`src/inc/wsc_map.svh`:
```
`ifndef WSC_MAP_SVH
`define WSC_MAP_SVH

// register port geometry
`define WSC_ADDR_W        4
`define WSC_DATA_W        12

// register offsets
`define WSC_REG_OPTION    4'h0
`define WSC_REG_STATUS    4'h1
`define WSC_REG_CONFIG    4'h2
`define WSC_REG_UID0      4'h4
`define WSC_REG_UID3      4'h7

// option register fields and reset value
`define WSC_OPTION_RST    8'h3F
`define WSC_OPT_TCS_BIT   5
`define WSC_OPT_TSE_BIT   4
`define WSC_OPT_PSA_BIT   3
`define WSC_OPT_PS_LSB    0

// status fields
`define WSC_STAT_TO_BIT   4
`define WSC_STAT_PD_BIT   3

// configuration word fields
`define WSC_CFG_CP_BIT    3
`define WSC_CFG_WATCHDOG_ENABLE_FUSE_BIT  2
`define WSC_CFG_OSC_LSB   0
`define WSC_CFG_IMPL_W    4
`define WSC_CFG_RST       4'hF
`define WSC_CFG_UNIMPL    8'hFF
`define WSC_UID_RST       12'hFFF

// program memory protection
`define WSC_PM_ADDR_W     11
`define WSC_PROT_LIMIT    11'h03F

// timing
`define WSC_CLK_KHZ       25000
`define WSC_WDT_PERIOD_US 18000
`define WSC_DRT_PERIOD_US 18000
`define WSC_US_TO_CYC(us) (((us) * `WSC_CLK_KHZ) / 1000)

`endif

```
`src/inc/wsc_pkg.sv`:
```
package wsc_pkg;

  typedef enum logic [1:0] {
    OSC_LOW_POWER_CRYSTAL  = 2'h0,
    OSC_STANDARD_CRYSTAL   = 2'h1,
    OSC_HIGH_SPEED_CRYSTAL = 2'h2,
    OSC_RC                 = 2'h3
  } wsc_osc_t;

  typedef enum logic [1:0] {
    ST_RUN,
    ST_SLEEP,
    ST_PIN_HOLD,
    ST_RESET_HOLD
  } wsc_state_t;

endpackage

```
`src/hdl/wsc_core.sv`:
```
// The register addresses and the address-and-strobe port were left to the implementer.
`timescale 1ns/100ps
`default_nettype none
`include "wsc_map.svh"

module wsc_core #(
  parameter int unsigned WDT_PERIOD_CYC = `WSC_US_TO_CYC(`WSC_WDT_PERIOD_US),
  parameter int unsigned DRT_PERIOD_CYC = `WSC_US_TO_CYC(`WSC_DRT_PERIOD_US)
) (
  // clock and power-on reset
  input  wire logic                       core_clk,
  input  wire logic                       sys_rst,
  // register port
  input  wire logic [`WSC_ADDR_W-1:0]     reg_addr,
  input  wire logic [`WSC_DATA_W-1:0]     reg_wdata,
  input  wire logic                       reg_wr,
  input  wire logic                       reg_rd,
  output logic      [`WSC_DATA_W-1:0]     reg_rdata,
  // core commands
  input  wire logic                       clear_watchdog_cmd,
  input  wire logic                       sleep_cmd,
  input  wire logic                       prog_mode,
  // external reset pin, input only
  input  wire logic                       master_reset_pin_n,
  // timer module side
  input  wire logic                       timer_src_tick,
  input  wire logic                       timer_write,
  output logic                            timer_inc,
  output logic                            timer_source_sel,
  output logic                            timer_edge_sel,
  // program memory read path
  input  wire logic                       pm_rd,
  input  wire logic [`WSC_PM_ADDR_W-1:0]  pm_addr,
  input  wire logic [`WSC_DATA_W-1:0]     pm_raw_data,
  output logic      [`WSC_DATA_W-1:0]     pm_rdata,
  // device control and status
  output logic                            device_reset,
  output logic                            osc_drive_en,
  output logic                            io_hold,
  output logic                            sleeping,
  output wsc_pkg::wsc_osc_t               oscillator_select,
  output logic                            code_protect_on,
  output logic                            timeout_flag_n,
  output logic                            powerdown_flag_n
);

  localparam int unsigned WDT_W = $clog2(WDT_PERIOD_CYC + 1);
  localparam int unsigned DRT_W = $clog2(DRT_PERIOD_CYC + 1);
  localparam logic [WDT_W-1:0] WDT_LAST = WDT_W'(WDT_PERIOD_CYC - 1);
  localparam logic [DRT_W-1:0] DRT_LAST = DRT_W'(DRT_PERIOD_CYC - 1);

  ////////////////////////////////////////////////////////////////////////////
  // state

  wsc_pkg::wsc_state_t          state_q, state_d;
  logic [`WSC_CFG_IMPL_W-1:0]   cfg_q;
  logic [`WSC_DATA_W-1:0]       uid_q [4];
  logic [7:0]                   option_q;
  logic                         to_n_q, to_n_d;
  logic                         pd_n_q, pd_n_d;
  logic [WDT_W-1:0]             wdt_cnt_q;
  logic [7:0]                   psc_q;
  logic [DRT_W-1:0]             drt_cnt_q;
  logic                         timer_inc_q;
  logic [`WSC_DATA_W-1:0]       reg_rdata_q;
  logic [`WSC_DATA_W-1:0]       pm_rdata_q;

  ////////////////////////////////////////////////////////////////////////////
  // decoding

  // true when the low 'shift' bits of the count are all ones
  function automatic logic ratio_hit(input logic [7:0] cnt, input logic [3:0] shift);
    logic [7:0] mask;
    mask = ~(8'hFF << shift);
    return (cnt & mask) == mask;
  endfunction

  wire logic       running      = (state_q == wsc_pkg::ST_RUN);
  wire logic       asleep       = (state_q == wsc_pkg::ST_SLEEP);
  wire logic       in_reset     = (state_q == wsc_pkg::ST_PIN_HOLD) ||
                                  (state_q == wsc_pkg::ST_RESET_HOLD);
  wire logic       wdt_enabled  = cfg_q[`WSC_CFG_WATCHDOG_ENABLE_FUSE_BIT];
  wire logic       owner_wdt    = option_q[`WSC_OPT_PSA_BIT];
  wire logic [2:0] ps_ratio     = option_q[`WSC_OPT_PS_LSB +: 3];
  wire logic       clr_cmd      = running && clear_watchdog_cmd;
  wire logic       slp_cmd      = running && sleep_cmd;

  // watchdog base counter runs in both run and sleep
  wire logic       wdt_live     = wdt_enabled && (running || asleep);
  wire logic       wdt_clear    = in_reset || clr_cmd || slp_cmd;
  wire logic       base_tick    = wdt_live && (wdt_cnt_q == WDT_LAST);

  // shared prescaler: source and clear follow the owner bit
  wire logic       psc_src_tick = owner_wdt ? base_tick
                                            : (running && timer_src_tick);
  wire logic       psc_clear    = in_reset ||
                                  (owner_wdt && (clr_cmd || slp_cmd)) ||
                                  (!owner_wdt && timer_write);
  wire logic       wdt_post_hit = ratio_hit(psc_q, {1'b0, ps_ratio});
  wire logic       tmr_pre_hit  = ratio_hit(psc_q, 4'({1'b0, ps_ratio}) + 4'h1);
  wire logic       wdt_timeout  = owner_wdt ? (base_tick && wdt_post_hit)
                                            : base_tick;
  wire logic       tmr_fire     = !owner_wdt && psc_src_tick && tmr_pre_hit && !psc_clear;

  // device reset sources; the pin is only sensed, never driven
  wire logic       pin_reset    = !master_reset_pin_n;
  wire logic       dev_rst_evt  = pin_reset || wdt_timeout;

  // register port decode
  wire logic       hit_option   = (reg_addr == `WSC_REG_OPTION);
  wire logic       hit_status   = (reg_addr == `WSC_REG_STATUS);
  wire logic       hit_config   = (reg_addr == `WSC_REG_CONFIG);
  wire logic       hit_uid      = (reg_addr >= `WSC_REG_UID0) &&
                                  (reg_addr <= `WSC_REG_UID3);
  wire logic [1:0] uid_idx      = reg_addr[1:0];
  wire logic       wr_option    = reg_wr && hit_option && !in_reset;
  wire logic       wr_config    = reg_wr && hit_config && prog_mode;
  wire logic       wr_uid       = reg_wr && hit_uid && prog_mode;

  wire logic [`WSC_DATA_W-1:0] status_word =
    (`WSC_DATA_W'(to_n_q) << `WSC_STAT_TO_BIT) | (`WSC_DATA_W'(pd_n_q) << `WSC_STAT_PD_BIT);
  wire logic [`WSC_DATA_W-1:0] config_word = {`WSC_CFG_UNIMPL, cfg_q};

  // option reads as zero: it is write-only
  wire logic [`WSC_DATA_W-1:0] reg_read_mux =
    hit_status               ? status_word      :
    (hit_config && prog_mode) ? config_word     :
    (hit_uid && prog_mode)    ? uid_q[uid_idx]  :
                                `WSC_DATA_W'h000;

  // protection keeps the low block readable for boot vectors
  wire logic       cp_active    = !cfg_q[`WSC_CFG_CP_BIT];
  wire logic       pm_blocked   = cp_active && (pm_addr > `WSC_PROT_LIMIT);

  ////////////////////////////////////////////////////////////////////////////
  // sequencing of run, sleep and reset hold

  always_comb begin
    state_d = state_q;
    unique case (state_q)
      wsc_pkg::ST_RUN: begin
        if (dev_rst_evt) begin
          state_d = pin_reset ? wsc_pkg::ST_PIN_HOLD : wsc_pkg::ST_RESET_HOLD;
        end else if (slp_cmd) begin
          state_d = wsc_pkg::ST_SLEEP;
        end
      end
      wsc_pkg::ST_SLEEP: begin
        // nothing else wakes the core
        if (dev_rst_evt) begin
          state_d = pin_reset ? wsc_pkg::ST_PIN_HOLD : wsc_pkg::ST_RESET_HOLD;
        end
      end
      wsc_pkg::ST_PIN_HOLD: begin
        if (!pin_reset) begin
          state_d = wsc_pkg::ST_RESET_HOLD;
        end
      end
      wsc_pkg::ST_RESET_HOLD: begin
        if (pin_reset) begin
          state_d = wsc_pkg::ST_PIN_HOLD;
        end else if (drt_cnt_q == DRT_LAST) begin
          state_d = wsc_pkg::ST_RUN;
        end
      end
    endcase
  end

  // flag updates; a time-out wins over a same-cycle command
  always_comb begin
    to_n_d = to_n_q;
    pd_n_d = pd_n_q;
    if (wdt_timeout && (running || asleep)) begin
      to_n_d = 1'b0;
    end else if (slp_cmd) begin
      to_n_d = 1'b1;
      pd_n_d = 1'b0;
    end else if (clr_cmd) begin
      to_n_d = 1'b1;
      pd_n_d = 1'b1;
    end
  end

  ////////////////////////////////////////////////////////////////////////////
  // flops

  always_ff @(posedge core_clk or posedge sys_rst) begin
    if (sys_rst) begin
      state_q <= wsc_pkg::ST_RESET_HOLD;
    end else begin
      state_q <= state_d;
    end
  end

  always_ff @(posedge core_clk or posedge sys_rst) begin
    if (sys_rst) begin
      to_n_q <= 1'b1;
      pd_n_q <= 1'b1;
    end else begin
      to_n_q <= to_n_d;
      pd_n_q <= pd_n_d;
    end
  end

  // reset hold timer restarts on each entry from a reset source
  always_ff @(posedge core_clk or posedge sys_rst) begin
    if (sys_rst) begin
      drt_cnt_q <= '0;
    end else if (state_q != wsc_pkg::ST_RESET_HOLD || pin_reset) begin
      drt_cnt_q <= '0;
    end else if (drt_cnt_q != DRT_LAST) begin
      drt_cnt_q <= drt_cnt_q + DRT_W'(1);
    end
  end

  // watchdog base counter; held at zero while disabled
  always_ff @(posedge core_clk or posedge sys_rst) begin
    if (sys_rst) begin
      wdt_cnt_q <= '0;
    end else if (wdt_clear || !wdt_live || base_tick) begin
      wdt_cnt_q <= '0;
    end else begin
      wdt_cnt_q <= wdt_cnt_q + WDT_W'(1);
    end
  end

  always_ff @(posedge core_clk or posedge sys_rst) begin
    if (sys_rst) begin
      psc_q <= 8'h00;
    end else if (psc_clear || wr_option) begin
      psc_q <= 8'h00;
    end else if (psc_src_tick) begin
      psc_q <= psc_q + 8'h01;
    end
  end

  // option returns to its reset value on every device reset
  always_ff @(posedge core_clk or posedge sys_rst) begin
    if (sys_rst) begin
      option_q <= `WSC_OPTION_RST;
    end else if (in_reset) begin
      option_q <= `WSC_OPTION_RST;
    end else if (wr_option) begin
      option_q <= reg_wdata[7:0];
    end
  end

  // fuses change only from program mode, whatever the protection
  always_ff @(posedge core_clk or posedge sys_rst) begin
    if (sys_rst) begin
      cfg_q <= `WSC_CFG_RST;
    end else if (wr_config) begin
      cfg_q <= reg_wdata[`WSC_CFG_IMPL_W-1:0];
    end
  end

  // full width is stored; the low-nibble convention is the programmer's
  for (genvar i = 0; i < 4; i++) begin : g_uid
    always_ff @(posedge core_clk or posedge sys_rst) begin
      if (sys_rst) begin
        uid_q[i] <= `WSC_UID_RST;
      end else if (wr_uid && (uid_idx == 2'(i))) begin
        uid_q[i] <= reg_wdata;
      end
    end
  end

  always_ff @(posedge core_clk or posedge sys_rst) begin
    if (sys_rst) begin
      timer_inc_q <= 1'b0;
    end else begin
      timer_inc_q <= tmr_fire;
    end
  end

  // read data stands for exactly one cycle
  always_ff @(posedge core_clk or posedge sys_rst) begin
    if (sys_rst) begin
      reg_rdata_q <= '0;
    end else if (reg_rd) begin
      reg_rdata_q <= reg_read_mux;
    end else begin
      reg_rdata_q <= '0;
    end
  end

  always_ff @(posedge core_clk or posedge sys_rst) begin
    if (sys_rst) begin
      pm_rdata_q <= '0;
    end else if (pm_rd) begin
      pm_rdata_q <= pm_blocked ? `WSC_DATA_W'h000 : pm_raw_data;
    end
  end

  ////////////////////////////////////////////////////////////////////////////
  // outputs

  assign reg_rdata         = reg_rdata_q;
  assign pm_rdata          = pm_rdata_q;
  assign timer_inc         = timer_inc_q;
  assign timer_source_sel  = option_q[`WSC_OPT_TCS_BIT];
  assign timer_edge_sel    = option_q[`WSC_OPT_TSE_BIT];
  assign device_reset      = in_reset;
  assign sleeping          = asleep;
  assign osc_drive_en      = !asleep;
  assign io_hold           = asleep;
  assign oscillator_select = wsc_pkg::wsc_osc_t'(cfg_q[`WSC_CFG_OSC_LSB +: 2]);
  assign code_protect_on   = cp_active;
  assign timeout_flag_n    = to_n_q;
  assign powerdown_flag_n  = pd_n_q;

endmodule // wsc_core

`default_nettype wire

```
`config.mk`:
```
export PLATFORM = sky130hd
export DESIGN_NAME = wsc_core
export DESIGN_NICKNAME = d
export VERILOG_FILES = /design/src/inc/wsc_pkg.sv /design/src/hdl/wsc_core.sv
export VERILOG_INCLUDE_DIRS = /design/src /design/src/inc
export SDC_FILE = /design/constraint.sdc
export NUM_CORES = 1
export LEC_CHECK = 0
export ABC_CLOCK_PERIOD_IN_PS = 6400
export BUFFER_PORTS_ARGS = -buffer_cell sky130_fd_sc_hd__buf_2
export CAP_MARGIN = 0
export CORE_MARGIN = 2
export CORE_UTILIZATION = 60
export CTS_CLUSTER_SIZE = 40
export DETAILED_ROUTE_END_ITERATION = 8
export MAX_ROUTING_LAYER = met4
export PLACE_DENSITY = 0.83
export SLEW_MARGIN = 20
export SYNTH_ARGS = -nofsm -noshare
export SYNTH_HDL_FRONTEND = slang
export SYNTH_SLANG_ARGS = --single-unit
```
`constraint.sdc`:
```
create_clock -name core_clk -period 6.4 [get_ports core_clk]
set_input_delay 1.28 -clock core_clk [delete_from_list [all_inputs] [get_ports core_clk]]
set_output_delay 1.28 -clock core_clk [all_outputs]
set_load 0.02 [all_outputs]
```
==> summary.md <==
| Metric | Value |
|---|---|
| Outcome | completed |
| Post-CTS Setup Inserts | 0 |
| Commonest non-fill, non-tap cell in the layout | buf_2 |
| Port buffer count | 79 |
| Share of synthesized area spent on multiplexers | 11.26% |
| Synth Instances | 573 |
| Pin count of the biggest net entering global routing | 73 |
| Simple-gate area share of the yosys netlist | 16.01% |
| Ys flop type | dfrtp_1 |
| Clock Path Buffers | 2 |
| Initial antenna violation count | 0 |
| Vias/cell | 5.846 |
| GRT Residual Overflow | 0 |
| Largest family of logic cells by synthesized area | simple AND/OR/NAND/NOR gates |
| Area grow syn2layout | 16.87% |
| CTS Hold Bufs | 0 |
| WL per Instance | 16.85 um |
| Worst-path cell with the longest stage delay | nand4_1 |
| Routed WL | 13380 um |
| Nets@finish | 701 |
| Post-layout power | 2.214 mW |
| First-pass GRT wire length | 22520 um |
| Die ar. | 11290 um^2 |
| DR DRC count | 0 |
| CTS Buf Count | 17 |
| Layout cell share with drive strength beyond 1 | 36.02% |
| Antenna diodes | 0 |
| Avg Inst Size Synth | 10.95 um^2 |
| Max Clk Rate | 327.7 MHz |
| Post-route minimum period | 3.051 ns |
| Cell area power density | 301.9 nW/um^2 |
| # setup viols final | 0 |
| Worst-Skew Late Latency | 0.54 ns |
| Via count | 4642 |
| Die W | 106.3 um |
| Post-synth EDFFs | 0 |
| Root buffer selected by CTS | clkbuf_8 |
| Max VDD drop | 0.2094 mV |
| Post-Synth XOR/XNOR Area | 5.163% |
| TNS Setup | 0 ns |
| Worst Hold Launch | uid_q[4] |
| Hold Path Depth | 2 |
| Final Slew Violations | 0 |
| Hold Slack | 0.4718 ns |
| Hold Path End | uid_q[4] |
| Die height | 106.3 um |
| Antenna-violating nets left | 0 |
| FF-to-FF End | wdt_cnt_q[10] |
| Synthesized Nets | 629 |
| Detailed Route Iter0 Violations | 306 |
| All-Layer GR Usage | 26.53% |
| Worst Skew | 0.006362 ns |
| CP max stage delay | 0.88 ns |
| Synthesized area | 6276 um^2 |
| CTS tree | done |
| Placer Congestion | 0.8316 |
| DP HPWL | 8774 um |
| Ys Warns | 0 |
| Distinct cells, synth | 58 |
| WP buf/inv | 1 |
| Asr flop ratio synth | 100.0% |
| R2R depth | 5 |
| Kind of critical path | in -> reg |
| Synth Area in Compound Gates | 8.114% |
| CP cell instances | buf_2 -> nand2_1 -> nor2_2 -> nand4_1 -> mux2_2 |
| Initial Utilization | 61.34% |
| Critical path fanouts, max | 18 |
| Number of detailed-route iterations in the first pass | 5 |
| IO Count | 86 |
| Hold Path Class | reg -> reg |
| Crit end category | flip-flop |
| Worst path top cell family by delay | simple AND/OR/NAND/NOR gates |
| Data required time of the critical path | 6.87 ns |
| Sequential cell area fraction in the yosys report | 54.27% |
| CTS resizes | 0 |
| Row cnt | 37 |
| Worst setup path start | reg_addr[2] |
| H-tree levels | 4 |
| Vias in the first global route | 4604 |
| Worst slew pin tran | 0.9563 ns |
| Most frequent cells in the layout | buf_2 (79), nor2_1 (73), dfrtp_1 (71), dfstp_2 (62), nand2_1 (52) |
| Leakage | 3.229 nW |
| Arr. time, crit path | 3.52 ns |
| Reg-to-Reg Start | wdt_cnt_q[13] |
| RSZ-0062 raised after global routing | no |
| Clock-pin slew on the worst setup and hold paths | 0.07 ns |
| Max-slew headroom at the worst pin | 36.05% |
| Final Cycle Share | 47.68% |
| Post-Synth Adder-Cell Area | 1.196% |
| MaxCap Viol Count | 0 |
| Post-Route Utilization | 71.69% |
| Crit start category | input pin |
| Reg2reg setup slack | 4.14 ns |
| Core Footprint | 10230 um^2 |
| Clk sinks | 133 |
| Final hold viol count | 0 |
| Yosys reg bits | 133 |
==> worst max-delay path by stage <==
stage                        end  slack [ns]  cells after the start
floorplan           drt_cnt_q[0]        1.67                      1
global placement        uid_q[9]        2.51                      5
detailed placement     uid_q[10]        2.43                      5
CTS                    uid_q[10]        3.04                      5
global route            uid_q[7]        3.19                      5
finish                 uid_q[10]        3.35                      5
==> stage by stage <==
| step | cell area (um^2) | worst slack, ns | instances |
|---|---|---|---|
| detailed placement | 6720 | 2.430 | 762 |
| floorplan | 6276 | 1.668 | 573 |
| CTS | 7330 | 3.035 | 794 |
| global route | 7335 | 3.185 | 794 |
| global placement | 6720 | 2.510 | 762 |
| finish | 7335 | 3.349 | 794 |
==> routing by layer <==
metal	vias up	part of all wire (%)	global-route usage, %
met4	0	2.9	12.50
li1	2131	-	-
met5	-	0	-
met2	166	49	40.34
met1	2307	43	34.10
met3	38	5.6	6.131
==> where the power goes <==
group | internal (mW) | total [mW] | switching (mW)
sequential | 0.964 | 1.01 | 0.0420
combinational | 0.0990 | 0.209 | 0.110
clock | 0.603 | 1.00 | 0.396
==> sequential cells by signal (all words and copies together) (netlist names) <==
signal and cells:
timeout_flag_n 1, cfg_q 4, uid_q 48, timer_inc 1, powerdown_flag_n 1, reg_rdata 12, option_q 6, pm_rdata 12
wdt_cnt_q 19, psc_q 8, state_q 2, drt_cnt_q 19
==> kinds of logic after synthesis <==
group	after synthesis
xor gates and xnor gates	37
DFF	133
buffers and inverters	56
AOI/OAI and AO/OA	82
muxes	51
adders and majority gates	6
and+or+nand+nor	208
==> final cells by class <==
cell class              count  area (um^2)
fillers                   700         2897
inverters                  28        107.6
well taps                 136        170.2
clock inverters            15        195.2
multi-input cells         384         2631
repair buffers             81        410.4
clock buffers              17        414.1
flip-flops and latches    133         3406
==> synth_stat cells, types with 3 or more instances <==
master	count	area share, %
inv_1	28	1.7
nand2b_1	3	0.30
nand4_1	10	1.0
nor3_1	4	0.32
or3_1	4	0.40
xor2_1	23	3.2
mux2_2	36	6.5
ha_1	6	1.2
buf_4	3	0.36
and3_1	13	1.3
dfrtp_1	71	28
mux4_2	12	4.3
o22ai_1	13	1.3
dfstp_2	62	26
xnor2_1	14	2.0
a21oi_1	21	1.7
o21ai_0	16	1.3
o21ai_1	6	0.48
clkbuf_2	3	0.24
a211o_1	6	0.84
nor2b_1	7	0.70
buf_2	6	0.48
clkbuf_1	14	0.84
nand2_1	52	3.1
nor2_1	75	4.5
nand3_1	23	1.8
a22oi_1	4	0.48
==> worst register-to-register path: stages (launching register included) <==
cell and delay, ns:
dfrtp_1 0.45, nor4b_2 0.31, nand3b_1 0.15, nor4_2 0.46, or4b_1 0.60, nor2_1 0.14
Power figures use the tool's default switching activity.
